`config.mk`:
```
export PLATFORM = sky130hd
export DESIGN_NAME = bfs_sequencer
export DESIGN_NICKNAME = d
export VERILOG_FILES = /design/src/rtl/bfs_pkg.sv /design/src/rtl/bfs_sequencer.sv
export SDC_FILE = /design/constraint.sdc
export NUM_CORES = 1
export LEC_CHECK = 0
export CAP_MARGIN = 20
export CORE_MARGIN = 2
export CORE_UTILIZATION = 45
export CTS_BUF_LIST = sky130_fd_sc_hd__clkbuf_16
export CTS_CLUSTER_DIAMETER = 150
export DETAILED_ROUTE_END_ITERATION = 7
export DONT_BUFFER_PORTS = 1
export PLACE_DENSITY = 0.61
export SYNTH_ARGS = -nofsm -noshare
export SYNTH_HDL_FRONTEND = slang
export SYNTH_SLANG_ARGS = --single-unit
```
`constraint.sdc`:
```
create_clock -name sys_clk -period 6.7 [get_ports sys_clk]
set_clock_uncertainty 0.1 [all_clocks]
set_input_delay 1.005 -clock sys_clk [delete_from_list [all_inputs] [get_ports sys_clk]]
set_output_delay 1.005 -clock sys_clk [all_outputs]
set_load 0.02 [all_outputs]
```
`src/rtl/bfs_pkg.sv`:
```
package bfs_pkg;

  // Debounce and fault counter geometry.
  localparam int unsigned CNT_W        = 3;
  localparam logic [2:0]  UV_COUNT_MAX = 3'h7;
  localparam logic [2:0]  FAULT_MAX    = 3'h7;
  localparam logic [2:0]  RESTART_SS   = 3'h7;

  // Register offsets on the plain register port.
  localparam logic [3:0] ADDR_CTRL   = 4'h0;
  localparam logic [3:0] ADDR_STATUS = 4'h1;
  localparam logic [3:0] ADDR_IRQ_ST = 4'h2;
  localparam logic [3:0] ADDR_IRQ_EN = 4'h3;
  localparam logic [3:0] ADDR_IRQ_CL = 4'h4;

  // Control register fields and reset value.
  localparam int unsigned CTRL_RUN_BIT = 0;
  localparam logic [7:0]  CTRL_RESET   = 8'h01;

  // Interrupt bit positions.
  localparam int unsigned IRQ_W        = 4;
  localparam int unsigned IRQ_PG_RISE  = 0;
  localparam int unsigned IRQ_UV       = 1;
  localparam int unsigned IRQ_OC       = 2;
  localparam int unsigned IRQ_RESTART  = 3;

  typedef enum logic [1:0] {
    BFS_OFF     = 2'b00,
    BFS_RUN     = 2'b01,
    BFS_RESTART = 2'b11
  } bfs_state_t;

  // Per-cycle observations from the oscillator, ramp and comparators.
  typedef struct packed {
    logic clk_pulse;
    logic ramp_at_90;
    logic sync_cut;
    logic oc_trip;
    logic ss_cycle_done;
  } bfs_sense_t;

  // Gate-drive and soft-start commands.
  typedef struct packed {
    logic high_side_on;
    logic low_side_gate_drive;
    logic softstart_hold_low;
    logic power_good;
  } bfs_drive_t;

endpackage : bfs_pkg

```
`src/rtl/bfs_sequencer.sv`:
```
// How it works
// - Soft-start held low while supply is low.
// - Clock before ramp reaches 90% is undervoltage.
// - Seven good cycles assert power-good, start.
// - Seven bad cycles after start declare undervoltage.
// - Overcurrent sensed only while high side on.
// - Overcurrent ends high pulse until next cycle.
// - Fault counter up on trip, down otherwise.
// - At seven, both off, seven soft-starts.
// - Count down per soft-start, resume at zero.
// - Sync-shortened ramp counts as undervoltage.
`timescale 1ns/1ps
`default_nettype none
module bfs_sequencer (
  // Clock and reset.
  input  wire logic               sys_clk,
  input  wire logic               nrst,
  // Sense inputs, synchronous to sys_clk.
  input  wire bfs_pkg::bfs_sense_t sense,
  input  wire logic               pwm_request,
  // Gate drive and soft-start outputs.
  output var  bfs_pkg::bfs_drive_t drive,
  output logic                    irq,
  // Register port.
  input  wire logic [3:0]         reg_addr,
  input  wire logic [7:0]         reg_wdata,
  input  wire logic               reg_wr,
  input  wire logic               reg_rd,
  output logic [7:0]              reg_rdata
);

  bfs_pkg::bfs_state_t state_reg, state_next;
  logic [2:0] uv_cnt_reg, uv_cnt_next;
  logic [2:0] flt_cnt_reg, flt_cnt_next;
  logic       uv_reg, uv_next;
  logic       oc_latch_reg, oc_latch_next;
  logic       oc_cycle_reg, oc_cycle_next;
  bfs_pkg::bfs_drive_t drive_next;
  logic [7:0] ctrl_reg, ctrl_next;
  logic [3:0] ist_reg, ist_next, ien_reg, ien_next;
  logic [7:0] rdata_next;
  logic       irq_next;
  logic       bad_cycle, good_cycle, oc_hit, run_en;
  logic [3:0] events;

  function automatic logic sel(input logic [3:0] a, input logic [3:0] off);
    sel = (a == off);
  endfunction : sel

  // A cycle is bad when the clock beats the ramp to 90% or sync cuts it short.
  assign bad_cycle  = sense.clk_pulse & (~sense.ramp_at_90 | sense.sync_cut);
  assign good_cycle = sense.clk_pulse & sense.ramp_at_90 & ~sense.sync_cut;
  // The comparator is ignored unless the high side is being driven.
  assign oc_hit = sense.oc_trip & drive.high_side_on;
  assign run_en = ctrl_reg[bfs_pkg::CTRL_RUN_BIT];

  always_comb begin
    state_next    = state_reg;
    uv_cnt_next   = uv_cnt_reg;
    flt_cnt_next  = flt_cnt_reg;
    uv_next       = uv_reg;
    oc_latch_next = oc_latch_reg;
    oc_cycle_next = oc_cycle_reg | oc_hit;
    events        = 4'h0;
    // Undervoltage debounce: count toward the opposite verdict, reset on agreement.
    if (uv_reg) begin
      if (good_cycle) begin
        uv_cnt_next = uv_cnt_reg + 3'h1;
        if (uv_cnt_reg == bfs_pkg::UV_COUNT_MAX - 3'h1) begin
          uv_next     = 1'b0;
          uv_cnt_next = 3'h0;
          events[bfs_pkg::IRQ_PG_RISE] = 1'b1;
        end
      end else if (bad_cycle) begin
        uv_cnt_next = 3'h0;
      end
    end else begin
      if (bad_cycle) begin
        uv_cnt_next = uv_cnt_reg + 3'h1;
        if (uv_cnt_reg == bfs_pkg::UV_COUNT_MAX - 3'h1) begin
          uv_next     = 1'b1;
          uv_cnt_next = 3'h0;
          events[bfs_pkg::IRQ_UV] = 1'b1;
        end
      end else if (good_cycle) begin
        uv_cnt_next = 3'h0;
      end
    end
    // Pulse-by-pulse limit: latched until the next cycle starts.
    if (oc_hit) begin
      oc_latch_next = 1'b1;
      events[bfs_pkg::IRQ_OC] = 1'b1;
    end else if (sense.clk_pulse) begin
      oc_latch_next = 1'b0;
    end
    case (state_reg)
      bfs_pkg::BFS_OFF: begin
        flt_cnt_next = 3'h0;
        if (!uv_next && run_en) begin
          state_next = bfs_pkg::BFS_RUN;
        end
      end
      bfs_pkg::BFS_RUN: begin
        if (sense.clk_pulse) begin
          oc_cycle_next = 1'b0;
          // Saturating count keeps a long overload from wrapping past seven.
          if (oc_cycle_reg | oc_hit) begin
            if (flt_cnt_reg != bfs_pkg::FAULT_MAX) begin
              flt_cnt_next = flt_cnt_reg + 3'h1;
            end
          end else if (flt_cnt_reg != 3'h0) begin
            flt_cnt_next = flt_cnt_reg - 3'h1;
          end
          if ((oc_cycle_reg | oc_hit) && flt_cnt_reg == bfs_pkg::FAULT_MAX - 3'h1) begin
            state_next   = bfs_pkg::BFS_RESTART;
            flt_cnt_next = bfs_pkg::RESTART_SS;
            events[bfs_pkg::IRQ_RESTART] = 1'b1;
          end
        end
        if (uv_next || !run_en) begin
          state_next = bfs_pkg::BFS_OFF;
        end
      end
      bfs_pkg::BFS_RESTART: begin
        oc_cycle_next = 1'b0;
        if (sense.ss_cycle_done) begin
          flt_cnt_next = flt_cnt_reg - 3'h1;
          if (flt_cnt_reg == 3'h1) begin
            state_next = bfs_pkg::BFS_RUN;
          end
        end
        if (uv_next || !run_en) begin
          state_next = bfs_pkg::BFS_OFF;
        end
      end
      default: begin
        state_next = bfs_pkg::BFS_OFF;
      end
    endcase
  end

  always_comb begin
    drive_next.power_good          = ~uv_next;
    // Restart also needs the soft-start node cycling, so hold is undervoltage or run bit cleared only.
    drive_next.softstart_hold_low  = uv_next | ~run_en;
    drive_next.high_side_on        = (state_next == bfs_pkg::BFS_RUN) & pwm_request
                                     & ~oc_latch_next;
    drive_next.low_side_gate_drive = (state_next == bfs_pkg::BFS_RUN) & ~pwm_request;
  end

  always_comb begin
    ctrl_next  = ctrl_reg;
    ien_next   = ien_reg;
    ist_next   = ist_reg;
    rdata_next = 8'h00;
    if (reg_wr && sel(reg_addr, bfs_pkg::ADDR_CTRL)) begin
      ctrl_next = reg_wdata;
    end
    if (reg_wr && sel(reg_addr, bfs_pkg::ADDR_IRQ_EN)) begin
      ien_next = reg_wdata[3:0];
    end
    if (reg_wr && sel(reg_addr, bfs_pkg::ADDR_IRQ_CL)) begin
      ist_next = ist_reg & ~reg_wdata[3:0];
    end
    // Set after clear so a simultaneous event survives the clear.
    ist_next = ist_next | events;
    if (reg_rd) begin
      case (reg_addr)
        bfs_pkg::ADDR_CTRL:   rdata_next = ctrl_reg;
        bfs_pkg::ADDR_STATUS: rdata_next = {flt_cnt_reg, uv_reg, oc_latch_reg,
                                            drive.power_good, state_reg};
        bfs_pkg::ADDR_IRQ_ST: rdata_next = {4'h0, ist_reg};
        bfs_pkg::ADDR_IRQ_EN: rdata_next = {4'h0, ien_reg};
        default:              rdata_next = 8'h00;
      endcase
    end
    irq_next = |(ist_next & ien_next);
  end

  always_ff @(posedge sys_clk or negedge nrst) begin
    if (!nrst) begin
      state_reg    <= bfs_pkg::BFS_OFF;
      uv_cnt_reg   <= 3'h0;
      flt_cnt_reg  <= 3'h0;
      uv_reg       <= 1'b1;
      oc_latch_reg <= 1'b0;
      oc_cycle_reg <= 1'b0;
      drive        <= '{high_side_on: 1'b0, low_side_gate_drive: 1'b0,
                        softstart_hold_low: 1'b1, power_good: 1'b0};
      ctrl_reg     <= bfs_pkg::CTRL_RESET;
      ist_reg      <= 4'h0;
      ien_reg      <= 4'h0;
      reg_rdata    <= 8'h00;
      irq          <= 1'b0;
    end else begin
      state_reg    <= state_next;
      uv_cnt_reg   <= uv_cnt_next;
      flt_cnt_reg  <= flt_cnt_next;
      uv_reg       <= uv_next;
      oc_latch_reg <= oc_latch_next;
      oc_cycle_reg <= oc_cycle_next;
      drive        <= drive_next;
      ctrl_reg     <= ctrl_next;
      ist_reg      <= ist_next;
      ien_reg      <= ien_next;
      reg_rdata    <= rdata_next;
      irq          <= irq_next;
    end
  end

  // Drive is registered from the same next values as state_reg and uv_reg, so these
  // checks line them up in one cycle; an offset of one would misfire on restart exit.
  chk_hold_while_uv: assert property (@(posedge sys_clk) disable iff (!nrst)
    uv_reg |-> drive.softstart_hold_low)
    else $error("soft-start released in undervoltage");

  chk_uv_gates_off: assert property (@(posedge sys_clk) disable iff (!nrst)
    uv_reg |-> !drive.high_side_on && !drive.low_side_gate_drive)
    else $error("switch on in undervoltage");

  chk_bad_cycle_count: assert property (@(posedge sys_clk) disable iff (!nrst)
    (!uv_reg && sense.clk_pulse && !sense.ramp_at_90 && uv_cnt_reg == 3'h2)
    |=> uv_cnt_reg == 3'h3)
    else $error("short ramp not counted");

  chk_short_ramp_bad: assert property (@(posedge sys_clk) disable iff (!nrst)
    (uv_reg && sense.clk_pulse && !sense.ramp_at_90) |=> uv_reg && uv_cnt_reg == 3'h0)
    else $error("short ramp counted as good");

  chk_pg_after_seven: assert property (@(posedge sys_clk) disable iff (!nrst)
    $fell(uv_reg) |-> $past(uv_cnt_reg) == 3'h6 ##1 drive.power_good)
    else $error("power-good without seven good cycles");

  chk_pg_mirrors_uv: assert property (@(posedge sys_clk) disable iff (!nrst)
    drive.power_good != uv_reg)
    else $error("power-good disagrees with undervoltage verdict");

  chk_uv_after_seven: assert property (@(posedge sys_clk) disable iff (!nrst)
    $rose(uv_reg) |-> $past(uv_cnt_reg) == 3'h6 ##1 !drive.power_good)
    else $error("undervoltage without seven bad cycles");

  chk_good_clears_count: assert property (@(posedge sys_clk) disable iff (!nrst)
    (!uv_reg && sense.clk_pulse && sense.ramp_at_90 && !sense.sync_cut)
    |=> uv_cnt_reg == 3'h0)
    else $error("good cycle did not restart the bad count");

  chk_sync_is_uv: assert property (@(posedge sys_clk) disable iff (!nrst)
    (uv_reg && sense.clk_pulse && sense.sync_cut) |=> uv_cnt_reg == 3'h0)
    else $error("sync cut counted as good");

  chk_sync_counts_bad: assert property (@(posedge sys_clk) disable iff (!nrst)
    (!uv_reg && sense.clk_pulse && sense.sync_cut && uv_cnt_reg == 3'h0)
    |=> uv_cnt_reg == 3'h1)
    else $error("sync cut not counted as bad");

  chk_oc_ignored_off: assert property (@(posedge sys_clk) disable iff (!nrst)
    (!drive.high_side_on && sense.oc_trip && !oc_latch_reg) |=> !oc_latch_reg)
    else $error("overcurrent taken while high side off");

  chk_oc_ends_pulse: assert property (@(posedge sys_clk) disable iff (!nrst)
    (drive.high_side_on && sense.oc_trip && !sense.clk_pulse) |=> !drive.high_side_on)
    else $error("high side not ended by overcurrent");

  chk_oc_holds_off: assert property (@(posedge sys_clk) disable iff (!nrst)
    (oc_latch_reg && !sense.clk_pulse) |=> !drive.high_side_on)
    else $error("high side back on before next cycle");

  chk_fault_count_up: assert property (@(posedge sys_clk) disable iff (!nrst)
    (state_reg == bfs_pkg::BFS_RUN && sense.clk_pulse && oc_cycle_reg
     && flt_cnt_reg < 3'h6) |=> flt_cnt_reg == $past(flt_cnt_reg) + 3'h1)
    else $error("fault counter not incremented");

  chk_fault_count_down: assert property (@(posedge sys_clk) disable iff (!nrst)
    (state_reg == bfs_pkg::BFS_RUN && sense.clk_pulse && !oc_cycle_reg && !oc_hit
     && flt_cnt_reg != 3'h0) |=> flt_cnt_reg == $past(flt_cnt_reg) - 3'h1)
    else $error("fault counter not decremented");

  chk_restart_entry: assert property (@(posedge sys_clk) disable iff (!nrst)
    (state_reg == bfs_pkg::BFS_RUN && sense.clk_pulse && oc_cycle_reg
     && flt_cnt_reg == 3'h6 && !uv_next && run_en) |=> state_reg == bfs_pkg::BFS_RESTART)
    else $error("seventh fault did not restart");

  chk_restart_count: assert property (@(posedge sys_clk) disable iff (!nrst)
    $rose(state_reg == bfs_pkg::BFS_RESTART) |-> flt_cnt_reg == 3'h7)
    else $error("restart without seven faults");

  chk_restart_off: assert property (@(posedge sys_clk) disable iff (!nrst)
    (state_reg == bfs_pkg::BFS_RESTART) |-> !drive.high_side_on && !drive.low_side_gate_drive)
    else $error("switch on during restart");

  chk_restart_holds: assert property (@(posedge sys_clk) disable iff (!nrst)
    (state_reg == bfs_pkg::BFS_RESTART && !sense.ss_cycle_done && !uv_next && run_en)
    |=> state_reg == bfs_pkg::BFS_RESTART) else $error("restart left early");

  chk_restart_step: assert property (@(posedge sys_clk) disable iff (!nrst)
    (state_reg == bfs_pkg::BFS_RESTART && sense.ss_cycle_done)
    |=> flt_cnt_reg == $past(flt_cnt_reg) - 3'h1) else $error("restart count not stepped");

  chk_restart_exit: assert property (@(posedge sys_clk) disable iff (!nrst)
    ($past(state_reg) == bfs_pkg::BFS_RESTART && state_reg == bfs_pkg::BFS_RUN)
    |-> flt_cnt_reg == 3'h0) else $error("pwm resumed with nonzero count");

endmodule : bfs_sequencer
`default_nettype wire

```
== Yosys cells after proc, flatten, opt, wreduce, memory -nomap -nowiden ==
Index checks and enable logic that the tools add are counted.
Operators by class
  $add $sub $neg: 3
  reductions and logical operators: 15
  bitwise operators: 20
  muxes and demuxes: 41
  equality and inequality tests: 15
Operators with widths (count)
  $mux W3: 12
  $pmux W8 S4: 1
  $mux W1: 15
  $mux W2: 7
  $pmux W3 S3: 1
  $and A4 B4 Y4: 2
  $eq A4 B2 Y1 const B: 2
  $mux W4: 2
  $mux W8: 1
  $ne A4 B4 Y1 const B: 2
  $and A1 B1 Y1: 7
  $add A3 B1 Y3 const B: 2
  $eq A3 B3 Y1 const B: 2
  $not A1 Y1: 6
  $pmux W2 S3: 1
  $reduce_bool A3 Y1: 2
  $logic_and A1 B1 Y1: 5
  $reduce_and A5 Y1: 1
  $eq A2 B1 Y1 const B: 2
  $eq A4 B1 Y1 const B: 1
  $eq A4 B3 Y1 const B: 1
  $logic_not A4 Y1: 1
  $ne A2 B2 Y1 const B: 2
  $not A4 Y4: 1
  other kinds (12): 15
Word-level totals
  register bits after elaboration: 40

== Longest topological paths before layout ==
  depth in word-level cells: 12
  mapped depth: 8

== Worst setup path before layout ==
Ideal clock, no wire load.
  path type: input -> register
  start: input sense[1] in the netlist's numbering
  end: register flt_cnt_reg[0]
  slack: 4.245 ns
  buffers on the path: 1
  stages: 6
  arrival: 2.248 ns
  data required time: 6.493 ns
  cells stage by stage: a21oi_2 > a211o_1 > and4_1 > buf_6 > mux2_4 > a2111oi_4
On the way
  word-level cells in the longest chain between the ends: 6
  elaborated cells between the ends (all ways): 10
RTL lines
  from (decl): line bfs_sequencer.sv:19  | input wire bfs_pkg::bfs_sense_t sense,
  $and A1 B1 Y1 *: line bfs_sequencer.sv:54  | assign oc_hit = sense.oc_trip & drive.high_side_on;
  $or A1 B1 Y1 *: line bfs_sequencer.sv:107, bfs_sequencer.sv:114
  $mux W3 / $logic_and A1 B1 Y1 (equally long branches): line bfs_sequencer.sv:107, bfs_sequencer.sv:114
  $mux W3: line bfs_sequencer.sv:114  | if ((oc_cycle_reg | oc_hit) && flt_cnt_reg == bfs_pkg::FAULT_MAX - 3'h1) begin
  $mux W3: line bfs_sequencer.sv:104  | if (sense.clk_pulse) begin
  $pmux W3 S3: line bfs_sequencer.sv:96  | case (state_reg)
  to (signal assigned): line bfs_sequencer.sv:198  | flt_cnt_reg <= flt_cnt_next;
  to (decl): line bfs_sequencer.sv:34  | logic [2:0] flt_cnt_reg, flt_cnt_next;
Every way passes the cells marked *; elsewhere a longest branch is shown, timed or not. The select of a mux whose other input is x is not followed.
A chain may end at the register's enable or synchronous reset.

== Worst setup path after layout ==
  start: register flt_cnt_reg[0]
  end: register flt_cnt_reg[0]
On the way
  word-level cells in the longest chain between the ends: 6
  elaborated cells between the ends (all ways): 16
RTL lines
  $sub A3 B1 Y3 / $add A3 B1 Y3 (equally long branches): line bfs_sequencer.sv:112, bfs_sequencer.sv:127, bfs_sequencer.sv:109
  $mux W3, on equally long branches: line bfs_sequencer.sv:111, bfs_sequencer.sv:108
  $mux W3: line bfs_sequencer.sv:107  | if (oc_cycle_reg | oc_hit) begin
  $mux W3: line bfs_sequencer.sv:114
  $mux W3: line bfs_sequencer.sv:104
  $pmux W3 S3: line bfs_sequencer.sv:96
Parallel ways exist; a longest one is shown, timed or not. The select of a mux whose other input is x is not followed.

==> run metrics <==
Setup Buffers After CTS=0; commonest cells after routing, fill and taps aside=37 x dfrtp_1, 15 x nor2_1, 14 x inv_1; CP peak stage delay=0.46 ns; share of layout cells above drive strength 1=about a tenth; met1 wire length=1.71 mm; Worst Path Buf+Inv=1; GRT overflow=0; wire per inst=between 15 and 20 um; VDD IR max=0.175 mV; Remaining DRCs=0; final cycle utilization of the critical path=a little over a third; Final Hold Fails=0; Die ar.=between 4000 and 5000 um^2; global-route wire length before repair=around 6.4 mm; Area Growth Syn to Fin=7.88%; Hold-fix buffers, CTS=0; CP delay by family, top=compound AO/OA/AOI/OAI gates; yosys synthesis warning count=0; number of flops mapped to enable cells by yosys=0; Slew @ Worst Pin=between 0.4 and 0.5 ns; critical path launch point=flt_cnt_reg[0]; crit-path cells=inv_1 > ha_1 > a211o_1 > and4_1 > mux2_4 > a2111oi_4; TritonCTS Sinks=40; Relative slew margins=around 72%; CTS tree=built; Non-Filler Instances=230; Netlist cell types=between 40 and 50; met3 wire len=275 um; routed wire length=3.82 mm; placed cell count=222; Worst Setup End Kind=flop; Leak=0.964 nW; Via density=a little under 6; n_diodes=0; outcome=finished, final reports clean; Power Total=~0.52 mW; Final WS setup=about 4.3 ns; setup_tns=0 ns; Row Count=24; Yosys reg bits=40; fin. max-slew vios=0; I/O pin count=35; root buf cell=clkbuf_16; pre-CTS WS=4.12 ns; total number of vias=around 1,400; CP required=approximately 6.8 ns; CP Launch Type=flop; post-synthesis cell count=roughly 180; Fillers=between 300 and 400; Critical Path Fanout Max=7; Period minus WS final=~2.4 ns; worst-skew pair later-pin latency=0.27 ns; pwr dens=approximately 240 nW/um^2; Initial DRC Count=around 110; largest net degree at the start of global routing=41; vias in the first global route=roughly 1,300; design area=2140 um^2; crit path kind=flop to flop; port bufs=0; Tightest Hold Check Type=primary input to asynchronous set/reset pin; Slowest-stage cell, CP=dfrtp_1; post-synthesis sequential area ratio=50.6%; post-synthesis cell area=between 1500 and 2000 um^2; fin nets=205; cts repair resizes=0; post-layout util=49.9%; clk slew on worst S/H paths=~0.050 ns; RSZ-0062 raised after global routing=false; Die W=around 70 um; syn avg cell area=11.2 um^2; ys async rst share=between 90% and 100%; die height=70.4 um; Critical R2R Launch=flt_cnt_reg[0]; Max Root-Sink Buffers=2; Core Area=around 4300 um^2; Hold Worst Slack=roughly 0.33 ns; most common flop cell mapped by yosys=dfrtp_1; total CTS buffers=5; routability cong.=between 0.8 and 0.9; post-route ant nets=0; Max Cap Violations=0; initial antenna violation count=0; HPWL after DPL=around 2.9 mm; placed inst area=2000 um^2; DRT Pass-1 Iters=5; Max Used Layer=met4; H-tree depth=2; syn nets=~200; Max Freq=between 0.4 and 0.5 GHz; area of the multi-input gates=roughly 890 um^2; metal2 WL=1.77 mm; setup violators final=0; initial core utilization=around 46%; commonest non-fill, non-tap cell in the layout=dfrtp_1; WP data arrival=2.45 ns; register area=about 1000 um^2; overall routing resource usage=16.6%
[synthesized netlist by cell type, types with 5 or more instances]
cell type / instances / area [um^2]
nand3_1: 6 / 30.0
ha_1: 6 / 75.1
nor3_1: 5 / 25.0
mux2_1: 8 / 90.1
inv_1: 12 / 45.0
a21oi_1: 5 / 25.0
o21ai_1: 6 / 30.0
o21ai_0: 5 / 25.0
mux2i_1: 5 / 50.1
nand2_1: 11 / 41.3
dfrtp_1: 37 / 926
nor2_1: 15 / 56.3
[worst register-to-register path: cells and delay by family, from the launching register on]
kind	cells	cell delay, ns
AO/OA/AOI/OAI	2	0.64
AND/OR/NAND/NOR	1	0.27
adder cells (fa/ha/maj)	1	0.30
buffers and inverters	1	0.17
flip-flops	1	0.46
multiplexers	1	0.34
[layout make-up]
class                           count  area share, %
Sequential cell                    40           46.9
Multi-Input combinational cell    117           41.4
Clock buffer                        5           5.84
Tap cell                           52           3.04
Inverter                           13           2.28
Clock inverter                      3          0.526
[report_power, final]
group / internal [mW] / leakage, nW / total (mW) / switching (mW)
Sequential: 0.262 / 0.528 / 0.275 / 0.0125
Combinational: 0.0205 / 0.362 / 0.0324 / 0.0119
Clock: 0.134 / 0.0738 / 0.214 / 0.0808
[per-layer routing]
| metal | vias up | global-route usage [%] |
|---|---|---|
| li1 | 632 | - |
| met1 | 665 | 21.4 |
| met2 | 54 | 24.6 |
| met3 | 6 | 6.93 |
| met4 | 0 | 6.84 |
| met5 | - | 0 |
[final timing paths]
kind / endpoint / cells past startpoint / slack (ns)
setup / recovery: flt_cnt_reg[0] / 6 / 4.32
min in group sys_clk: drive[1] / 1 / 0.39
max in group asynchronous: uv_reg / 0 / 5.99
hold reg to reg: drive[1] / 1 / 0.39
hold / removal: ctrl_reg[5] / 0 / 0.33
setup reg to reg: flt_cnt_reg[0] / 6 / 4.32
[logic make-up after synthesis]
group / share of synthesized area (%)
compound gates: 12.0
xor+xnor: 0.441
fa+ha+maj: 3.78
buf+inv: 4.73
flops: 50.6
mux: 14.1
simple gates: 14.3
(Power assumes the default switching activity.)
